**src/hdl/vpd_pkg.sv**
```systemverilog
/*
   shared constants and carrier types for the product data access block.
   assumes a single 10 MHz clock domain and an I2C bus driven open drain.
*/
package vpd_pkg;
   localparam int CLK_HZ = 10_000_000;
   localparam int I2C_HZ = 100_000;
   localparam int HALF_BIT_CYC = (CLK_HZ / I2C_HZ) / 4 > 0 ? (CLK_HZ / I2C_HZ) / 4 : 1;
   localparam logic [2:0] CS_DEFAULT = 3'h0;
   localparam logic [7:0] SETUP_OFFSET = 8'h40;
   localparam logic [7:0] CS0_LIMIT = 8'hBF;
   localparam logic [7:0] RO_LIMIT = 8'h3F;
   localparam logic [3:0] DEV_TYPE = 4'hA;
   localparam logic [1:0] BYTES_LAST = 2'h3;

   typedef struct packed {
      logic [7:0] addr;
      logic flag;
   } vpd_req_t;

   typedef enum logic [3:0] {
      VPD_IDLE = 4'h0, VPD_START = 4'h1, VPD_SEND = 4'h3, VPD_ACK = 4'h2,
      VPD_RSTART = 4'h6, VPD_RECV = 4'h7, VPD_MACK = 4'h5, VPD_STOP = 4'h4,
      VPD_DONE = 4'hC
   } vpd_state_t;
endpackage : vpd_pkg

```
**src/hdl/vpd_eeprom_access.sv**
```systemverilog
/*
   product data access engine: moves four bytes between the product data
   register and a 256-byte serial EEPROM over I2C.
   assumes software holds the shared lock and keeps address and register
   stable while a transfer runs; SCL and SDA are open drain with pull-ups.
*/
// How it works
// after reset the select field is zero, the register-load EEPROM.
// select zero adds 64 to every address before the EEPROM sees it.
// select zero reaches 0x00-0xBF; first 64 read-only, next 128 writable.
// other selects reach all 256 bytes untranslated; first 64 read-only.
// software takes the shared lock before any access.
// address is eight bits and double-word aligned.
// a read fetches four bytes, first byte into bits 7:0.
// software starts a read writing the address with flag zero.
// the flag goes to one once four read bytes are stored.
// software leaves the registers alone during a read.
// a write stores four bytes, bits 7:0 at the given address.
// software loads data then writes address with flag one.
// the flag clears once the write is stored.
// a write to the read-only region is skipped and the flag cleared.
// software leaves the registers alone during a write.
// no transfer starts unless enabled and an EEPROM is present; the flag is still cleared.
// transfers are random reads and page writes with an eight-bit address.
`timescale 1ns/100ps
module vpd_eeprom_access (
   input wire logic CLOCK,  // 10 MHz clock
   input wire logic RSTN,   // async reset, active low
   input wire logic PRODUCT_DATA_FEATURE_ENABLE, // feature enable
   input wire logic EEPROM_PRESENT, // external EEPROM fitted
   input wire logic [2:0] EEPROM_SELECT_FIELD, // chip select
   input wire logic ADDR_WRITE, // pulse: address and flag written
   input wire logic [7:0] PRODUCT_DATA_ADDRESS_FIELD, // requested address
   input wire logic FLAG_IN,    // flag written with address
   input wire logic DATA_WRITE, // pulse: data register written
   input wire logic [31:0] DATA_IN, // data register write value
   output logic [31:0] PRODUCT_DATA_REGISTER, // data register
   output logic FLAG,       // completion flag
   output logic BUSY,       // transfer in progress
   input wire logic SCL_IN, // clock pin in
   output logic SCL_OUT,    // clock pin out, always low
   output logic SCL_OE,     // clock pin drive
   input wire logic SDA_IN, // data pin in
   output logic SDA_OUT,    // data pin out, always low
   output logic SDA_OE      // data pin drive
);
   logic [1:0] pins;
   logic scl_s;
   logic sda_s;
   vpd_sync #(.W(2)) u_sync (
      .clk(CLOCK),
      .rst_n(RSTN),
      .d({SCL_IN, SDA_IN}),
      .q(pins)
   );
   assign scl_s = pins[1];
   assign sda_s = pins[0];

   function automatic logic [7:0] eeprom_addr(input logic [7:0] a, input logic [2:0] cs);
      eeprom_addr = (cs == vpd_pkg::CS_DEFAULT) ? a + vpd_pkg::SETUP_OFFSET : a;
   endfunction : eeprom_addr

   vpd_pkg::vpd_state_t state_reg, state_next;
   logic [31:0] data_reg, data_next;
   logic flag_reg, flag_next;
   logic wr_reg, wr_next;
   logic [7:0] addr_reg, addr_next;
   logic [7:0] sh_reg, sh_next;
   logic [2:0] bit_reg, bit_next;
   logic [1:0] phase_reg, phase_next;
   logic [1:0] idx_reg, idx_next;
   logic [1:0] hdr_reg, hdr_next;
   logic [7:0] tick_reg, tick_next;
   logic scl_lo_reg, scl_lo_next;
   logic sda_lo_reg, sda_lo_next;
   logic [2:0] cs_reg, cs_next;
   logic tick;
   logic in_range;
   logic writable;
   logic scl_held;

   if (vpd_pkg::HALF_BIT_CYC > 256) begin : g_bad_tick
      $error("quarter bit count exceeds the tick counter");
   end

   assign tick = (tick_reg == 8'(vpd_pkg::HALF_BIT_CYC - 1));
   // clock released but still low: a slave is stretching it
   assign scl_held = !scl_lo_reg && !scl_s;
   always_comb begin
      in_range = (EEPROM_SELECT_FIELD != vpd_pkg::CS_DEFAULT)
         || (PRODUCT_DATA_ADDRESS_FIELD <= vpd_pkg::CS0_LIMIT);
      writable = in_range && (PRODUCT_DATA_ADDRESS_FIELD > vpd_pkg::RO_LIMIT);
   end

   always_comb begin
      state_next = state_reg;
      data_next = data_reg;
      flag_next = flag_reg;
      wr_next = wr_reg;
      addr_next = addr_reg;
      sh_next = sh_reg;
      bit_next = bit_reg;
      phase_next = phase_reg;
      idx_next = idx_reg;
      hdr_next = hdr_reg;
      tick_next = tick ? 8'h00 : (scl_held ? tick_reg : tick_reg + 8'h01);
      scl_lo_next = scl_lo_reg;
      sda_lo_next = sda_lo_reg;
      cs_next = cs_reg;
      if (state_reg == vpd_pkg::VPD_IDLE) begin
         tick_next = 8'h00;
         if (DATA_WRITE) begin
            data_next = DATA_IN;
         end
         if (ADDR_WRITE) begin
            flag_next = FLAG_IN;
            if (PRODUCT_DATA_FEATURE_ENABLE && EEPROM_PRESENT && in_range
                  && (!FLAG_IN || writable)) begin
               wr_next = FLAG_IN;
               cs_next = EEPROM_SELECT_FIELD;
               addr_next = eeprom_addr({PRODUCT_DATA_ADDRESS_FIELD[7:2], 2'h0},
                  EEPROM_SELECT_FIELD);
               idx_next = 2'h0;
               hdr_next = 2'h0;
               phase_next = 2'h0;
               state_next = vpd_pkg::VPD_START;
            end else if (FLAG_IN) begin
               flag_next = 1'b0;
            end
         end
      end else if (tick) begin
         phase_next = phase_reg + 2'h1;
         case (state_reg)
            vpd_pkg::VPD_START, vpd_pkg::VPD_RSTART: begin
               case (phase_reg)
                  2'h0: sda_lo_next = 1'b0;
                  2'h1: scl_lo_next = 1'b0;
                  2'h2: sda_lo_next = 1'b1;
                  default: begin
                     scl_lo_next = 1'b1;
                     bit_next = 3'h7;
                     sh_next = {vpd_pkg::DEV_TYPE, cs_reg,
                        state_reg == vpd_pkg::VPD_RSTART};
                     state_next = vpd_pkg::VPD_SEND;
                  end
               endcase
            end
            vpd_pkg::VPD_SEND, vpd_pkg::VPD_RECV: begin
               case (phase_reg)
                  2'h0: sda_lo_next = (state_reg == vpd_pkg::VPD_SEND) && !sh_reg[bit_reg];
                  2'h1: scl_lo_next = 1'b0;
                  2'h2: if (state_reg == vpd_pkg::VPD_RECV) sh_next[bit_reg] = sda_s;
                  default: begin
                     scl_lo_next = 1'b1;
                     bit_next = bit_reg - 3'h1;
                     if (bit_reg == 3'h0) begin
                        state_next = (state_reg == vpd_pkg::VPD_SEND) ? vpd_pkg::VPD_ACK
                           : vpd_pkg::VPD_MACK;
                     end
                  end
               endcase
            end
            vpd_pkg::VPD_ACK: begin
               case (phase_reg)
                  2'h0: sda_lo_next = 1'b0;
                  2'h1: scl_lo_next = 1'b0;
                  2'h2: ;
                  default: begin
                     scl_lo_next = 1'b1;
                     bit_next = 3'h7;
                     if (hdr_reg == 2'h0) begin
                        hdr_next = 2'h1;
                        sh_next = addr_reg;
                        state_next = vpd_pkg::VPD_SEND;
                     end else if (!wr_reg && hdr_reg == 2'h1) begin
                        hdr_next = 2'h2;
                        state_next = vpd_pkg::VPD_RSTART;
                     end else if (!wr_reg) begin
                        state_next = vpd_pkg::VPD_RECV;
                     end else if (hdr_reg == 2'h1) begin
                        hdr_next = 2'h2;
                        sh_next = data_reg[7:0];
                        state_next = vpd_pkg::VPD_SEND;
                     end else if (idx_reg == vpd_pkg::BYTES_LAST) begin
                        state_next = vpd_pkg::VPD_STOP;
                     end else begin
                        idx_next = idx_reg + 2'h1;
                        sh_next = data_reg[8*(idx_reg+2'h1) +: 8];
                        state_next = vpd_pkg::VPD_SEND;
                     end
                  end
               endcase
            end
            vpd_pkg::VPD_MACK: begin
               case (phase_reg)
                  2'h0: begin
                     sda_lo_next = (idx_reg != vpd_pkg::BYTES_LAST);
                     data_next[8*idx_reg +: 8] = sh_reg;
                  end
                  2'h1: scl_lo_next = 1'b0;
                  2'h2: ;
                  default: begin
                     scl_lo_next = 1'b1;
                     bit_next = 3'h7;
                     idx_next = idx_reg + 2'h1;
                     state_next = (idx_reg == vpd_pkg::BYTES_LAST) ? vpd_pkg::VPD_STOP
                        : vpd_pkg::VPD_RECV;
                  end
               endcase
            end
            vpd_pkg::VPD_STOP: begin
               case (phase_reg)
                  2'h0: sda_lo_next = 1'b1;
                  2'h1: scl_lo_next = 1'b0;
                  2'h2: sda_lo_next = 1'b0;
                  default: state_next = vpd_pkg::VPD_DONE;
               endcase
            end
            vpd_pkg::VPD_DONE: begin
               flag_next = !wr_reg;
               state_next = vpd_pkg::VPD_IDLE;
            end
            default: state_next = vpd_pkg::VPD_IDLE;
         endcase
      end
   end

   always_ff @(posedge CLOCK or negedge RSTN) begin
      if (!RSTN) begin
         state_reg <= vpd_pkg::VPD_IDLE;
         data_reg <= 32'h0000_0000;
         flag_reg <= 1'b0;
         wr_reg <= 1'b0;
         addr_reg <= 8'h00;
         sh_reg <= 8'h00;
         bit_reg <= 3'h0;
         phase_reg <= 2'h0;
         idx_reg <= 2'h0;
         hdr_reg <= 2'h0;
         tick_reg <= 8'h00;
         scl_lo_reg <= 1'b0;
         sda_lo_reg <= 1'b0;
         cs_reg <= vpd_pkg::CS_DEFAULT;
      end else begin
         state_reg <= state_next;
         data_reg <= data_next;
         flag_reg <= flag_next;
         wr_reg <= wr_next;
         addr_reg <= addr_next;
         sh_reg <= sh_next;
         bit_reg <= bit_next;
         phase_reg <= phase_next;
         idx_reg <= idx_next;
         hdr_reg <= hdr_next;
         tick_reg <= tick_next;
         scl_lo_reg <= scl_lo_next;
         sda_lo_reg <= sda_lo_next;
         cs_reg <= cs_next;
      end
   end

   assign PRODUCT_DATA_REGISTER = data_reg;
   assign FLAG = flag_reg;
   assign BUSY = (state_reg != vpd_pkg::VPD_IDLE);
   assign SCL_OUT = 1'b0;
   assign SDA_OUT = 1'b0;
   assign SCL_OE = scl_lo_reg;
   assign SDA_OE = sda_lo_reg;
endmodule : vpd_eeprom_access

```
**src/hdl/vpd_sync.sv**
```systemverilog
/*
   two flip-flop synchroniser for a bundle of pin inputs.
   assumes the inputs are asynchronous to CLOCK.
*/
`timescale 1ns/100ps
module vpd_sync #(
   parameter int W = 2
) (
   input wire logic clk,   // clock
   input wire logic rst_n, // async reset
   input wire logic [W-1:0] d, // raw pins
   output logic [W-1:0] q  // synchronised
);
   logic [W-1:0] meta_reg;
   logic [W-1:0] sync_reg;
   if (W < 1) begin : g_bad_width
      $error("synchroniser width must be at least one");
   end
   always_ff @(posedge clk or negedge rst_n) begin
      if (!rst_n) begin
         meta_reg <= '1;
         sync_reg <= '1;
      end else begin
         meta_reg <= d;
         sync_reg <= meta_reg;
      end
   end
   assign q = sync_reg;
endmodule : vpd_sync

```
**config.mk**
```make
export PLATFORM = sky130hd
export DESIGN_NAME = vpd_eeprom_access
export DESIGN_NICKNAME = d
export VERILOG_FILES = /design/src/hdl/vpd_pkg.sv /design/src/hdl/vpd_eeprom_access.sv /design/src/hdl/vpd_sync.sv
export SDC_FILE = /design/constraint.sdc
export NUM_CORES = 1
export LEC_CHECK = 0
export ABC_AREA = 1
export BUFFER_PORTS_ARGS = -buffer_cell sky130_fd_sc_hd__buf_2
export CAP_MARGIN = 20
export CORE_MARGIN = 10
export CORE_UTILIZATION = 52
export CTS_CLUSTER_DIAMETER = 100
export DETAILED_ROUTE_END_ITERATION = 10
export HOLD_SLACK_MARGIN = 0.15
export PLACE_DENSITY = 0.86
export SYNTH_ARGS = -nofsm -noshare
export SYNTH_HDL_FRONTEND = slang
export SYNTH_SLANG_ARGS = --single-unit
```
**constraint.sdc**
```tcl
create_clock -name CLOCK -period 2.02 [get_ports CLOCK]
set_input_delay 0.404 -clock CLOCK [delete_from_list [all_inputs] [get_ports CLOCK]]
set_output_delay 0.404 -clock CLOCK [all_outputs]
set_load 0.02 [all_outputs]
```
==> metrics.csv <==
metric,value,unit
synth_area_leader_cell,dfrtp_1,
clkSlewWorstSetupHoldPaths,0.09,ns
total_power,4.15,mW
fp.dieH,122,um
ant_nets,0,
synthTopCellsByArea,"dfrtp_1 34%, nand2_1 17%, inv_1 6.7%, o21ai_0 6.2%, nor2_1 5.6%",
routed_wl,15.4,mm
io_buffers,85,
pwr-share-comb,28.7,%
multi_input_area,2950,sq um
io_pins,90,
hold_path_depth,3,
worstMarginPinSlew,0.535,ns
synth_top_area_share,34.1,%
grt_max_degree,34,
areaGrowthSynthToFinish,15.7,%
cp-start-kind,flip-flop,
switching_share,37.5,%
synth_common_cells,"247 x nand2_1, 97 x inv_1, 81 x nor2_1",
hold_class,input pin to flip-flop,
cts-root-buf,clkbuf_8,
relSlewSlack,64.1,%
cts_tree,done,
num_antenna_cells,0,
clock_path_buffers,2,
clock_skew,0.0135,ns
seq_area,1960,sq um
yosys_warnings,0,
r2r_start,state_reg[0]$_DFFE_PN0P_,
firstDrtPassIters,6,
fin_setup_tns,0,ns
synth_area_per_cell,6.91,sq um
crit_end,sh_reg[5]$_DFFE_PN0P_,
dp.final_hpwl,12.1,mm
p_leak,3.29,nW
std_cell_rows,37,
gp_congestion,0.975,
initial_core_util,53.0,%
timing_worst_setup_path_type,flip-flop to flip-flop,
drive_gt1_share,22.5,%
die-area,14900,sq um
crit_arrival,2.14,ns
p_int,2.59,mW
synth.distinct_cells,40,
ff2ff_path_depth,10,
grt_pass1_wl,24.8,mm
dr.first_iter.drc_count,577,
syn_area,5420,sq um
layout.nets,949,
cts.sink_count,78,
rsz0062_at_grt,false,
status,"complete, no violations",
report.final.setup_viol,0,
ctsHtreeMaxLevel,3,
fillerInstances,966,
max_cap_viol_count,0,
vias_per_cell,5.21,
synthFlopType,dfrtp_1,
syn_inst,785,
synthMostInstantiatedCell,nand2_1,
die_w,122,um
fmax,534,MHz
min_period,1.87,ns
drc_errors,0,
vias,5331,
drv_slew,0,
yosys_register_bits,78,
finalHoldViolCount,0,
critPathLaunch,state_reg[0]$_DFFE_PN0P_,
p_switching,1.56,mW
cp_max_fo,20,
grt-ovfl-total,0,
first_global_vias,5043,
worstPathRequired,2.28,ns
largest_reg_flops,32,
insertion_delay,0.37,ns
p_seq_share,44.5,%
cts_buffers,9,
powerDensity,661,nW/um^2
end_kind,flip-flop,
ys_seq_area_share,36.1,%
grt_usage,20.6,%
antenna_found_initial,0,
p_clk_share,26.8,%
vdd_ir_drop_max,0.000325,V
r2r_end,sh_reg[5]$_DFFE_PN0P_,
async_flop_share,100,%
core-area,10200,sq um
wl_per_cell,15.0,um
rrSetupSlack,0.15,ns
finalCritPeriodShare,92.7,%
synth-edff-count,0,
worst min path at each step:
| stage | start | endpoint | slack (ns) |
|---|---|---|---|
| 3_3_place_gp | u_sync.meta_reg[0]$_DFF_PN1_ | u_sync.q[0]$_DFF_PN1_ | 0.35 |
| 4_1_cts | PRODUCT_DATA_ADDRESS_FIELD[2] | addr_reg[2]$_DFFE_PN0P_ | 0.21 |
| 3_5_place_dp | u_sync.meta_reg[1]$_DFF_PN1_ | u_sync.q[1]$_DFF_PN1_ | 0.35 |
| 6_report | PRODUCT_DATA_ADDRESS_FIELD[2] | addr_reg[2]$_DFFE_PN0P_ | 0.22 |
| 5_1_grt | PRODUCT_DATA_ADDRESS_FIELD[3] | addr_reg[3]$_DFFE_PN0P_ | 0.23 |
| 2_1_floorplan | RSTN | FLAG$_DFFE_PN0P_ | 0.11 |
worst max-delay path, stage by stage (launching register included):
cell and delay [ns]:
dfrtp_1 0.46, nor2_4 0.08, nand2_4 0.22, inv_2 0.07, buf_4 0.19, nor2_1 0.17
nand2_1 0.08, nor2_1 0.10, nand3_1 0.19, nor2_1 0.14, nor2_1 0.06
cells in the final DEF, fill, tap and decap left out, types with 3 or more instances in the layout:
master / netlist / routed
a22oi_1: 3 / 3
o21ai_1: 3 / 3
nor2_2: 5 / 3
clkinvlp_4: 0 / 4
buf_4: 3 / 20
dfstp_2: 4 / 4
o21ai_0: 67 / 67
nand2_1: 247 / 245
dlygate4sd3_1: 0 / 3
nor3_1: 9 / 8
clkbuf_8: 0 / 10
nor2_1: 81 / 81
inv_2: 5 / 6
nand2_2: 10 / 12
nand3_1: 47 / 47
nand4_1: 7 / 7
nor2_4: 3 / 5
nand3_4: 4 / 4
a21oi_1: 22 / 22
ha_1: 15 / 14
inv_1: 97 / 95
o21ai_2: 32 / 32
dfrtp_1: 74 / 72
o211ai_1: 3 / 3
buf_2: 7 / 84
kinds of logic (layout without fill, tap and decap cells):
| family | count (synthesis) | in the layout | share of synthesized area [%] |
|---|---|---|---|
| buffers and inverters | 127 | 228 | 10.1 |
| and+or+nand+nor | 423 | 423 | 34.1 |
| DFF | 78 | 78 | 36.1 |
| AOI/OAI and AO/OA | 139 | 139 | 15.9 |
| xor gates and xnor gates | 2 | 2 | 0.323 |
| adders and majority gates | 15 | 15 | 3.46 |
| other | 1 | 2 | 0.0692 |
through the flow:
step	hold slack (ns)	util (%)	cells	worst slack, ns	instance area [sq um]
6_report	0.224	61.3	1023	0.147	6280
5_1_grt	0.231	61.3	1023	0.0170	6280
4_1_cts	0.211	61.0	1023	0.112	6250
3_5_place_dp	0.347	59.0	1004	0.150	6030
3_3_place_gp	0.348	59.0	1004	0.183	6030
2_1_floorplan	0.108	-	786	0.0516	5430
cell type report:
cell class / count / area share, %
clock buffers: 10 / 2.19
inverters: 104 / 6.28
repair buffers: 108 / 9.89
flip-flops and latches: 78 / 31.2
well taps: 136 / 2.71
multi-input cells: 581 / 47.0
clock inverters: 6 / 0.718
layer usage:
layer	vias up	share of wire [%]	GRT usage, %	wire [um]
met1	2388	45	27.2	6890
met2	227	44	31.5	6790
met3	33	8.7	6.38	1340
met5	-	0	0	0
li1	2683	-	-	-
met4	0	2.4	6.33	371
timing repair:
item                                   CTS  global route
setup endpoints to repair                0            34
setup buffers                            0             0
endpoints found under the hold margin   32             0
hold buffers                             3             0
gates resized for setup                  0            10
power groups by stage:
| stage | Combinational, mW | Clock, mW | Sequential (mW) |
|---|---|---|---|
| 2_1_floorplan | 0.826 | 0 | 1.84 |
| 3_3_place_gp | 1.13 | 0 | 1.86 |
| 5_1_grt | 1.36 | 1.19 | 1.87 |
| 6_report | 1.19 | 1.11 | 1.84 |
| 3_5_place_dp | 1.16 | 0 | 1.87 |
| 4_1_cts | 1.18 | 1.13 | 1.84 |
Note: power is estimated with default switching activity, not from simulation.
